### src/pkg/dod_pkg.sv
/*
 * package for the converter output stage control register group:
 * register offsets, field positions, reset values, mode encodings and
 * the structs that carry the decoded controls.
 * assumes a 32-bit apb slave, one aligned word per register.
 */
// Summary of operation
// - left converter powered while its power bit is set, off when clear
// - right converter powered while its power bit is set, off when clear
// - two-bit left companion driver mode; code three is reserved
// - three-bit right companion driver mode; codes five to seven reserved
// - protection enable bit turns short protection on for all power drivers
// - protection mode bit picks current limit or automatic driver shutdown
// - reserved slot reads zero; host never writes it
// - two-bit common-mode level, four equal steps from low to high
// - left line bypass: off, positive, negative or differential input
// - right line bypass: off, positive, negative or differential input
// - soft-step: per sample, per two samples, disabled; code three reserved
// - left converter routing: first, third or second path; code three reserved
// - right converter routing: first, third or second path; code three reserved
// - volume linking: independent, left follows right, right follows left
package dod_pkg;

	// ************************************************************
	// register indices; the byte address is four times the index
	// ************************************************************
	localparam logic [7:0] DOD_IDX_PWR = 8'h25;
	localparam logic [7:0] DOD_IDX_HPD = 8'h26;
	localparam logic [7:0] DOD_IDX_RSV = 8'h27;
	localparam logic [7:0] DOD_IDX_OSC = 8'h28;
	localparam logic [7:0] DOD_IDX_RTE = 8'h29;
	localparam int DOD_ADDR_W = 10;

	// ************************************************************
	// writable bit masks and reset values
	// ************************************************************
	localparam logic [7:0] DOD_MASK_PWR = 8'hf0;
	localparam logic [7:0] DOD_MASK_HPD = 8'h3e;
	localparam logic [7:0] DOD_MASK_OSC = 8'hff;
	localparam logic [7:0] DOD_MASK_RTE = 8'hf3;
	localparam logic [7:0] DOD_RST_VAL = 8'h00;

	// ************************************************************
	// field positions
	// ************************************************************
	localparam int DOD_POS_LPWR = 7;
	localparam int DOD_POS_RPWR = 6;
	localparam int DOD_POS_LCOM = 4;
	localparam int DOD_POS_RCOM = 3;
	localparam int DOD_POS_SCEN = 2;
	localparam int DOD_POS_SCMD = 1;
	localparam int DOD_POS_CML = 6;
	localparam int DOD_POS_LBYP = 4;
	localparam int DOD_POS_RBYP = 2;
	localparam int DOD_POS_STEP = 0;
	localparam int DOD_POS_LRTE = 6;
	localparam int DOD_POS_RRTE = 4;
	localparam int DOD_POS_LINK = 0;

	// ************************************************************
	// reserved codes and link codes
	// ************************************************************
	localparam logic [1:0] DOD_CODE2_RSV = 2'h3;
	localparam logic [2:0] DOD_RCOM_MAX = 3'h4;
	localparam logic [1:0] DOD_LINK_L_FOLLOWS_R = 2'h1;
	localparam logic [1:0] DOD_LINK_R_FOLLOWS_L = 2'h2;

	// apb slave phase states, one-hot
	typedef enum logic [1:0] {
		DOD_ST_IDLE = 2'b01,
		DOD_ST_ACC = 2'b10
	} dod_state_e;

	// decoded controls toward the analogue stage
	typedef struct packed {
		logic left_dac_power;
		logic right_dac_power;
		logic [1:0] left_companion_driver_mode;
		logic [2:0] right_companion_driver_mode;
		logic short_protect_en;
		logic short_protect_shutdown;
		logic current_limit_active;
		logic [1:0] common_mode_level;
		logic [1:0] left_line_input_b_bypass;
		logic [1:0] right_line_input_b_bypass;
		logic [1:0] soft_step_mode;
		logic [1:0] left_path_sel;
		logic [1:0] right_path_sel;
		logic left_vol_follows_right;
		logic right_vol_follows_left;
	} dod_ctrl_s;

	// apb request bundle
	typedef struct packed {
		logic psel;
		logic penable;
		logic pwrite;
		logic [DOD_ADDR_W-1:0] paddr;
		logic [31:0] pwdata;
	} dod_apb_req_s;

	// byte address of a register index
	function automatic logic [DOD_ADDR_W-1:0] dod_addr(input logic [7:0] idx);
		return {idx, 2'b00};
	endfunction

endpackage
### src/core/dod_ctrl_regs.sv
/*
 * apb slave for the converter output stage control registers, with
 * decode of each field onto the analogue control outputs.
 * assumes apb3 master, 50 mhz pclk, byte addresses four times the index.
 */
`timescale 1ns/1ps
module dod_ctrl_regs (
	// clock and reset
	input wire logic pclk,
	input wire logic presetn,
	// apb slave
	input wire logic psel,
	input wire logic penable,
	input wire logic pwrite,
	input wire logic [dod_pkg::DOD_ADDR_W-1:0] paddr,
	input wire logic [31:0] pwdata,
	output logic [31:0] prdata,
	output logic pready,
	output logic pslverr,
	// analogue stage controls
	output dod_pkg::dod_ctrl_s ctrl
);
	import dod_pkg::*;

	// ************************************************************
	// state
	// ************************************************************
	typedef struct packed {
		dod_state_e phase;
		logic [31:0] rdata;
		logic err;
	} dod_bus_s;

	dod_bus_s st_reg;
	dod_bus_s st_next;
	dod_apb_req_s req;
	logic [31:0] regs;
	logic [7:0] pwr_b;
	logic [7:0] hpd_b;
	logic [7:0] osc_b;
	logic [7:0] rte_b;
	logic hit;
	logic [1:0] sel;
	logic rsv_hit;
	logic wr_en;

	assign req = '{psel, penable, pwrite, paddr, pwdata};
	assign {rte_b, osc_b, hpd_b, pwr_b} = regs;

	// ************************************************************
	// address decode
	// ************************************************************
	// reserved slot is mapped so it answers without error
	always_comb begin
		hit = 1'b1;
		sel = 2'h0;
		rsv_hit = 1'b0;
		if (req.paddr == dod_addr(DOD_IDX_PWR)) begin
			sel = 2'h0;
		end else if (req.paddr == dod_addr(DOD_IDX_HPD)) begin
			sel = 2'h1;
		end else if (req.paddr == dod_addr(DOD_IDX_OSC)) begin
			sel = 2'h2;
		end else if (req.paddr == dod_addr(DOD_IDX_RTE)) begin
			sel = 2'h3;
		end else if (req.paddr == dod_addr(DOD_IDX_RSV)) begin
			rsv_hit = 1'b1;
		end else begin
			hit = 1'b0;
		end
	end

	function automatic logic [7:0] dod_read(input logic [1:0] s, input logic [31:0] r);
		return r[s*8 +: 8];
	endfunction

	// ************************************************************
	// bus phase machine
	// ************************************************************
	// answers in the first access cycle; read data registered at setup
	always_comb begin
		st_next = st_reg;
		unique case (st_reg.phase)
			DOD_ST_IDLE: begin
				if (req.psel && !req.penable) begin
					st_next.phase = DOD_ST_ACC;
					st_next.err = !hit;
					st_next.rdata = 32'h0;
					if (hit && !rsv_hit && !req.pwrite) begin
						st_next.rdata = {24'h0, dod_read(sel, regs)};
					end
				end
			end
			DOD_ST_ACC: begin
				st_next.phase = DOD_ST_IDLE;
			end
			default: begin
				st_next.phase = DOD_ST_IDLE;
			end
		endcase
	end

	always_ff @(posedge pclk or negedge presetn) begin
		if (!presetn) begin
			st_reg <= '{DOD_ST_IDLE, 32'h0, 1'b0};
		end else begin
			st_reg <= st_next;
		end
	end

	assign pready = (st_reg.phase == DOD_ST_ACC);
	assign pslverr = pready && st_reg.err;
	assign prdata = st_reg.rdata;

	// writes land at the completing edge; reserved slot write is dropped
	assign wr_en = pready && req.psel && req.penable && req.pwrite && hit && !rsv_hit;

	dod_regfile u_rf (
		.pclk(pclk),
		.presetn(presetn),
		.wr_en(wr_en),
		.wr_sel(sel),
		.wr_data(req.pwdata[7:0]),
		.regs(regs)
	);

	// ************************************************************
	// field decode onto the analogue controls
	// ************************************************************
	// reserved codes are stored as written but fall back to safe
	// modes here, since the host is expected never to write them
	always_comb begin
		ctrl.left_dac_power = pwr_b[DOD_POS_LPWR];
		ctrl.right_dac_power = pwr_b[DOD_POS_RPWR];
		ctrl.left_companion_driver_mode = pwr_b[DOD_POS_LCOM +: 2];
		if (pwr_b[DOD_POS_LCOM +: 2] == DOD_CODE2_RSV) begin
			ctrl.left_companion_driver_mode = 2'h0;
		end
		ctrl.right_companion_driver_mode = hpd_b[DOD_POS_RCOM +: 3];
		if (hpd_b[DOD_POS_RCOM +: 3] > DOD_RCOM_MAX) begin
			ctrl.right_companion_driver_mode = 3'h0;
		end
		ctrl.short_protect_en = hpd_b[DOD_POS_SCEN];
		ctrl.short_protect_shutdown = hpd_b[DOD_POS_SCEN] && hpd_b[DOD_POS_SCMD];
		ctrl.current_limit_active = hpd_b[DOD_POS_SCEN] && !hpd_b[DOD_POS_SCMD];
		ctrl.common_mode_level = osc_b[DOD_POS_CML +: 2];
		ctrl.left_line_input_b_bypass = osc_b[DOD_POS_LBYP +: 2];
		ctrl.right_line_input_b_bypass = osc_b[DOD_POS_RBYP +: 2];
		ctrl.soft_step_mode = osc_b[DOD_POS_STEP +: 2];
		if (osc_b[DOD_POS_STEP +: 2] == DOD_CODE2_RSV) begin
			ctrl.soft_step_mode = 2'h2;
		end
		ctrl.left_path_sel = rte_b[DOD_POS_LRTE +: 2];
		if (rte_b[DOD_POS_LRTE +: 2] == DOD_CODE2_RSV) begin
			ctrl.left_path_sel = 2'h0;
		end
		ctrl.right_path_sel = rte_b[DOD_POS_RRTE +: 2];
		if (rte_b[DOD_POS_RRTE +: 2] == DOD_CODE2_RSV) begin
			ctrl.right_path_sel = 2'h0;
		end
		ctrl.left_vol_follows_right = rte_b[DOD_POS_LINK +: 2] == DOD_LINK_L_FOLLOWS_R;
		ctrl.right_vol_follows_left = rte_b[DOD_POS_LINK +: 2] == DOD_LINK_R_FOLLOWS_L;
	end
endmodule

### src/core/dod_regfile.sv
/*
 * the four writable control bytes of the output stage group.
 * assumes the caller qualifies the write strobe with a completed apb access.
 */
`timescale 1ns/1ps
module dod_regfile (
	// clock and reset
	input wire logic pclk,
	input wire logic presetn,
	// write side
	input wire logic wr_en,
	input wire logic [1:0] wr_sel,
	input wire logic [7:0] wr_data,
	// stored bytes
	output logic [31:0] regs
);
	import dod_pkg::*;

	typedef struct packed {
		logic [7:0] rte;
		logic [7:0] osc;
		logic [7:0] hpd;
		logic [7:0] pwr;
	} dod_rf_s;

	dod_rf_s st_reg;
	dod_rf_s st_next;

	// mask keeps reserved bits at zero whatever the host writes
	always_comb begin
		st_next = st_reg;
		if (wr_en) begin
			unique case (wr_sel)
				2'h0: st_next.pwr = wr_data & DOD_MASK_PWR;
				2'h1: st_next.hpd = wr_data & DOD_MASK_HPD;
				2'h2: st_next.osc = wr_data & DOD_MASK_OSC;
				2'h3: st_next.rte = wr_data & DOD_MASK_RTE;
			endcase
		end
	end

	// every field back to zero on reset
	always_ff @(posedge pclk or negedge presetn) begin
		if (!presetn) begin
			st_reg <= '{DOD_RST_VAL, DOD_RST_VAL, DOD_RST_VAL, DOD_RST_VAL};
		end else begin
			st_reg <= st_next;
		end
	end

	assign regs = st_reg;
endmodule

### config.mk
export PLATFORM = sky130hd
export DESIGN_NAME = dod_ctrl_regs
export DESIGN_NICKNAME = d
export VERILOG_FILES = /design/src/pkg/dod_pkg.sv /design/src/core/dod_ctrl_regs.sv /design/src/core/dod_regfile.sv
export SDC_FILE = /design/constraint.sdc
export NUM_CORES = 1
export LEC_CHECK = 0
export BUFFER_PORTS_ARGS = -buffer_cell sky130_fd_sc_hd__buf_2
export CAP_MARGIN = 40
export CORE_UTILIZATION = 41
export DETAILED_ROUTE_END_ITERATION = 8
export PLACE_DENSITY = 0.76
export SYNTH_ARGS = -nofsm -noshare
export SYNTH_HDL_FRONTEND = slang
export SYNTH_SLANG_ARGS = --single-unit
### constraint.sdc
create_clock -name pclk -period 1.5 [get_ports pclk]
set_input_delay 0.075 -clock pclk [delete_from_list [all_inputs] [get_ports pclk]]
set_output_delay 0.075 -clock pclk [all_outputs]
set_load 0.05 [all_outputs]
==> results.yml, run 1 <==
synth:
  ys_dominant_reg_cell: "dfrtp_1"
  synth_cell_type_count: 38
  ys.warnings.count: 0
  synthArstFlopShare_pct: 100
  ys_seq_area_share_pct: 42.1
  synth_cells: 181
  synth.avg_cell_area_um2: 11.2
  yosys_register_bits: 34
  synth_edf_count: 0
  synth_area_um2: 2020
pwr:
  p_leak_nw: 1.35
  fin_total_pwr_w: 0.00190
  ir_drop_mv: 0.381
  power_density_nw_per_um2: 759
final_layout:
  area_growth_pct: 23.6
  largest_reg_flops: 23
  final_layout_size_suffix_gt1_share_pct: 48.6
  fin_nets: 289
  antenna_cells: 0
  design_area_um2: 2500
timing:
  slew_viol_final: 0
  layout_setup_ws_ns: -0.0353
  hold_viol_final: 0
  rsz0062_at_grt: "yes"
  setup_viol: 17
  period_needed_ns: 1.54
  fmax_mhz: 651
  period_share_pct: 102
  finClkSkew_ns: 0.00295
critical_path:
  cp_cell_sequence: "nor2b_4 -> nand4_4 -> or3_1 -> buf_6 -> mux2_4"
  worst-setup-path-type: "reg -> reg"
  critPathMaxStageDelay_ns: 0.35
  worstPathRequired_ns: 1.67
  worstSetupStartpointType: "flop"
  worstPathArrival_ns: 1.71
  critical-path-slowest-cell: "dfrtp_1"
  crit_buf_inv: 1
  critical_path.top_delay_family: "simple AND/OR/NAND/NOR gates"
  end_kind: "flop"
  critPathMaxFanout: 8
detailed_routing:
  drt_iter0_drc: 53
  antenna_left: 0
  wirelength_mm: 4.21
  dr.pass1.iters: 4
  drc: 0
  routed_via_density: 4.60
  num_vias: 1425
  wl_per_cell_um: 13.6
floorplanning:
  ioPinCount: 105
  fp-row-count: 25
  core_area_um2: 4720
  die_y_um: 72.2
  die_area_um2: 5220
  dieWidth_um: 72.2
  initial_core_util_pct: 42.8
placed_design:
  preCtsSetupSlack_ns: -0.121
  port_buffers: 56
  hpwl_mm: 3.10
  finalWeightedCongestion: 0.753
  placed_area_um2: 2320
global_route:
  overflow: 0
  grt_pass1_wl_mm: 6.83
  track_usage_pct: 17.3
  grt_max_degree: 35
  grt_pass1_vias: 1380
  antenna_found_initial: 0
cts:
  htree_levels: 2
  numCtsBuffers: 5
  cts_tree: "done"
  numClockSinks: 34
  clockBufferDepth: 2
  cts_setup_buffers: 0
  cts.reportedPaths.clkPinSlew_ns: 0.07
  insertion_delay_ns: 0.29
  root_buffer: "clkbuf_8"
min_path:
  hold_path_class: "in -> reg"
run:
  drv_cap: 0
status:
  violations: "setup timing"
  status: "finished, violations left"
-- final timing paths --
kind,cells after the start,slack [ns],start,to
min in group asynchronous,3,0.34,presetn,prdata[6]
worst min-delay path,2,0.03,pwdata[0],u_rf.regs[16]
max in group asynchronous,3,0.83,presetn,st_reg[33]
worst max-delay path,5,-0.04,st_reg[34],u_rf.regs[19]
worst min register to register,2,0.47,prdata[3],prdata[3]
worst max register to register,5,-0.04,st_reg[34],u_rf.regs[19]
-- power breakdown --
group	switching [W]	total, W	internal [W]
sequential	0.00000516	0.000932	0.000926
clock	0.000326	0.000696	0.000370
combinational	0.000212	0.000270	0.0000578
-- worst reg2reg max path: stages, from the launching register on --
cell and delay, ns:
dfrtp_1 0.35, nor2b_4 0.18, nand4_4 0.10, or3_1 0.34
buf_6 0.16, mux2_4 0.30
-- layer usage --
| layer | GRT usage [%] | share of wire (%) | vias up |
|---|---|---|---|
| met5 | 0 | 0 | - |
| met4 | 7.63 | 1.3 | 0 |
| met3 | 4.86 | 6.4 | 5 |
| met2 | 26.4 | 46 | 53 |
| met1 | 22.9 | 46 | 677 |
| li1 | - | - | 690 |
-- Yosys cell counts, types with 2 or more instances --
master	instances	share of area [%]
buf_4	41	15
dfrtp_1	33	41
mux2_2	15	8.3
nor2b_1	14	4.3
nand2_1	12	2.2
mux2_4	8	5.9
o21ai_0	7	1.7
a22oi_1	4	1.5
mux2i_1	4	2.0
nor2_1	4	0.74
a21oi_1	3	0.74
a21boi_0	2	0.74
a2bb2oi_1	2	0.87
a32oi_1	2	0.87
and2_1	2	0.62
clkbuf_1	2	0.37
inv_1	2	0.37
nand2b_1	2	0.62
nor3b_2	2	1.2
o22a_1	2	0.87
-- area by class of cell --
cell class | instances | area (um2)
fillers | 432 | 2220
flip-flops and latches | 34 | 852
multi-input cells | 123 | 1020
clock buffers | 7 | 86.3
repair buffers | 76 | 448
clock inverters | 1 | 5.00
well taps | 67 | 83.8
inverters | 2 | 7.51
-- timing repair --
| item | in CTS | in global routing |
|---|---|---|
| hold endpoints to repair | 33 | 0 |
| hold buffers | 1 | 0 |
| endpoints found under the setup margin | 23 | 27 |
| pin swaps | 4 | 3 |
| resized for setup | 15 | 8 |
-- cells in the final DEF (no fill, tap or decap), types with 2 or more instances in the layout --
cell,synthesis,final
buf_2,0,56
dfrtp_1,33,33
conb_1,1,24
mux2_4,8,23
buf_4,41,15
nor2b_1,14,13
nand2_1,12,12
clkbuf_8,0,6
o21ai_0,7,5
mux2i_1,4,4
a22oi_1,4,4
buf_6,1,4
nor2_1,4,3
a21oi_1,3,3
and2_1,2,2
nor3b_2,2,2
inv_1,2,2
nand2b_1,2,2
a2bb2oi_1,2,2
o21ai_1,0,2
a32oi_1,2,2
o22a_1,2,2
a21boi_1,0,2
-- through the flow --
stage	hold slack, ns	cells	utilization (%)	TNS, ns
6_report	0.0344	310	53.0	-0.488
5_1_grt	0.0330	310	53.0	-1.47
4_1_cts	0.0269	310	52.6	-0.545
3_5_place_dp	0.131	301	49.2	-2.06
3_3_place_gp	0.123	301	49.2	-1.57
2_1_floorplan	-0.221	204	-	-5.34
-- cell families (layout without fill, tap and decap cells) --
logic type / after synthesis / after routing / share of synthesized area [%]
AOI/OAI and AO/OA: 25 / 25 / 8.47
buffers and inverters: 47 / 86 / 16.7
DFF: 34 / 34 / 42.1
muxes: 27 / 27 / 16.3
other: 1 / 24 / 0.185
and+or+nand+nor: 47 / 47 / 16.3
(Power assumes the default switching activity.)
==> inputs of run 2 (changes only) <==
--- a/config.mk
+++ b/config.mk
@@ -12,4 +12,5 @@
 export PLACE_DENSITY = 0.76
 export SYNTH_ARGS = -nofsm -noshare
 export SYNTH_HDL_FRONTEND = slang
+export SYNTH_HIERARCHICAL = 1
 export SYNTH_SLANG_ARGS = --single-unit
==> results.yml, run 2 <==
status:
  status: "finished, violations left"
  violations: "setup timing"
timing:
  hold_viol_final: 0
  period_share_pct: 120
  relSlewSlack_pct: 50.6
  period_needed_ns: 1.79
  rsz0062_at_grt: "yes"
  max_slew.worst_pin.slew_ns: 0.741
  layout_setup_ws_ns: -0.294
  fmax_mhz: 557
  setup_viol: 31
  finClkSkew_ns: 0.00240
  slew_viol_final: 0
global_route:
  grt_max_degree: 35
  track_usage_pct: 16.9
  antenna_found_initial: 0
  grt_pass1_vias: 1444
  overflow: 0
  grt_pass1_wl_mm: 6.81
final_layout:
  post-route-util_pct: 53.3
  fin_nets: 307
  largest_reg_flops: 23
  final_common_cell: "buf_2"
  design_area_um2: 2550
  final_cell_mix: "buf_2 (55), conb_1 (33), dfrtp_1 (33)"
  final_layout_size_suffix_gt1_share_pct: 48.7
  area_growth_pct: 24.0
  antenna_cells: 0
detailed_routing:
  wl_per_cell_um: 12.6
  num_vias: 1499
  routed_via_density: 4.57
  wirelength_mm: 4.14
  drt_iter0_drc: 75
  drc: 0
  dr.pass1.iters: 4
  antenna_left: 0
cts:
  cts_tree: "done"
  numClockSinks: 34
  cts.reportedPaths.clkPinSlew_ns: 0.07
  insertion_delay_ns: 0.28
  htree_levels: 2
  root_buffer: "clkbuf_8"
  numCtsBuffers: 5
  clockBufferDepth: 2
pwr:
  p_leak_nw: 1.43
  ir_drop_mv: 0.544
  power_frac_seq_pct: 48.9
  switching_share_pct: 28.1
  p_clk_share_pct: 36.0
  internal-power_w: 0.00137
  p_sw_w: 0.000537
  power_density_nw_per_um2: 748
  combinationalPowerShare_pct: 15.2
critical_path:
  worstSetupStartpointType: "primary input"
  worst-setup-path-type: "in -> reg"
  critPathMaxFanout: 7
  worstPathArrival_ns: 1.96
  end_kind: "flop"
  worstPathRequired_ns: 1.67
synth:
  synth_top_area_cell: "dfrtp_1"
  yosys_register_bits: 34
  yosysMostFrequentCell: "buf_4"
  ys_seq_area_share_pct: 41.4
  yosys.area.top_type_share_pct: 40.1
  synth_commonest_cells: "buf_4 (41), dfrtp_1 (33), mux2_2 (23)"
  synthArstFlopShare_pct: 100
  ys_dominant_reg_cell: "dfrtp_1"
  synth_area_um2: 2060
  synth_area_leaders: "dfrtp_1 (40%), buf_4 (15%), mux2_2 (13%)"
  synth_cells: 191
  ys.warnings.count: 6
  synth.avg_cell_area_um2: 10.8
  synth_edf_count: 0
  synth_cell_type_count: 35
placed_design:
  placed_area_um2: 2390
  hpwl_mm: 3.16
  port_buffers: 56
  finalWeightedCongestion: 0.781
floorplanning:
  ioPinCount: 105
  fp-row-count: 25
  core_area_um2: 4790
  die_area_um2: 5300
  initial_core_util_pct: 43.0
  die_y_um: 72.8
  dieWidth_um: 72.8
run:
  drv_cap: 0
min_path:
  hold_path_class: "in -> reg"
run 2: layout make-up:
type                            instances  area [um2]
Sequential cell                        34         852
Timing Repair Buffer                   78         462
Tap cell                               67        83.8
Clock inverter                          1        5.00
Clock buffer                            7        86.3
Inverter                                1        3.75
Fill cell                             424        2240
Multi-Input combinational cell        140        1060
run 2: critical path: stages:
cell,delay (ns)
buf_6,0.09
or4b_4,0.52
or3_4,0.41
nor3_4,0.17
buf_4,0.16
nand3b_1,0.09
buf_6,0.15
mux2_4,0.29
run 2: repair_timing:
action,4_1_cts,5_1_grt
hold buffers,1,0
gates cloned,0,0
pin swaps,1,0
resized for setup,6,4
endpoints found under the setup margin,31,31
endpoints found under the hold margin,33,0
buffers inserted,2,0
run 2: worst paths after layout:
check                                start       endpoint  slack, ns  depth (start not counted)
worst max register to register  st_reg[33]  u_rf/regs[11]      -0.23                          7
max in group asynchronous          presetn  u_rf/regs[13]       0.64                          2
worst min register to register   prdata[2]      prdata[2]       0.48                          2
min in group asynchronous          presetn  u_rf/regs[29]       0.39                          2
worst min-delay path             pwdata[3]  u_rf/regs[19]       0.04                          2
worst max-delay path              paddr[0]  u_rf/regs[11]      -0.29                          8
run 2: cell families (layout without fill, tap and decap cells):
group                  after synthesis  in the layout  synth area share (%)
buffers and inverters               48             87                  16.6
AO/OA/AOI/OAI                       28             28                  9.67
multiplexers                        30             30                  16.0
flip-flops                          34             34                  41.4
other                                2             33                 0.365
AND/OR/NAND/NOR                     49             49                  15.9
run 2: per-layer routing:
layer  routed length, um  global-route usage [%]  share of wire [%]
met4                  19                    3.92               0.46
met3                 307                    4.70                7.4
met2                2010                    27.7                 49
met5                   0                       0                  0
met1                1800                    22.3                 44
run 2: power groups by stage:
stage	combinational, W	clock, W	sequential [W]
2_1_floorplan	0.000263	0	0.000948
6_report	0.000289	0.000686	0.000932
3_3_place_gp	0.000283	0	0.000948
4_1_cts	0.000290	0.000702	0.000932
3_5_place_dp	0.000286	0	0.000950
5_1_grt	0.000314	0.000740	0.000933
run 2: through the flow:
stage / power, W / std cells / hold slack [ns] / setup TNS [ns] / setup WS (ns)
floorplan: 0.00121 / 222 / -0.221 / -13.61 / -0.543
global placement: 0.00123 / 317 / 0.172 / -15.70 / -0.598
detailed placement: 0.00124 / 317 / 0.183 / -16.51 / -0.623
CTS: 0.00192 / 328 / 0.0314 / -6.31 / -0.281
global route: 0.00199 / 328 / 0.0413 / -8.31 / -0.345
finish: 0.00191 / 328 / 0.0407 / -6.89 / -0.294
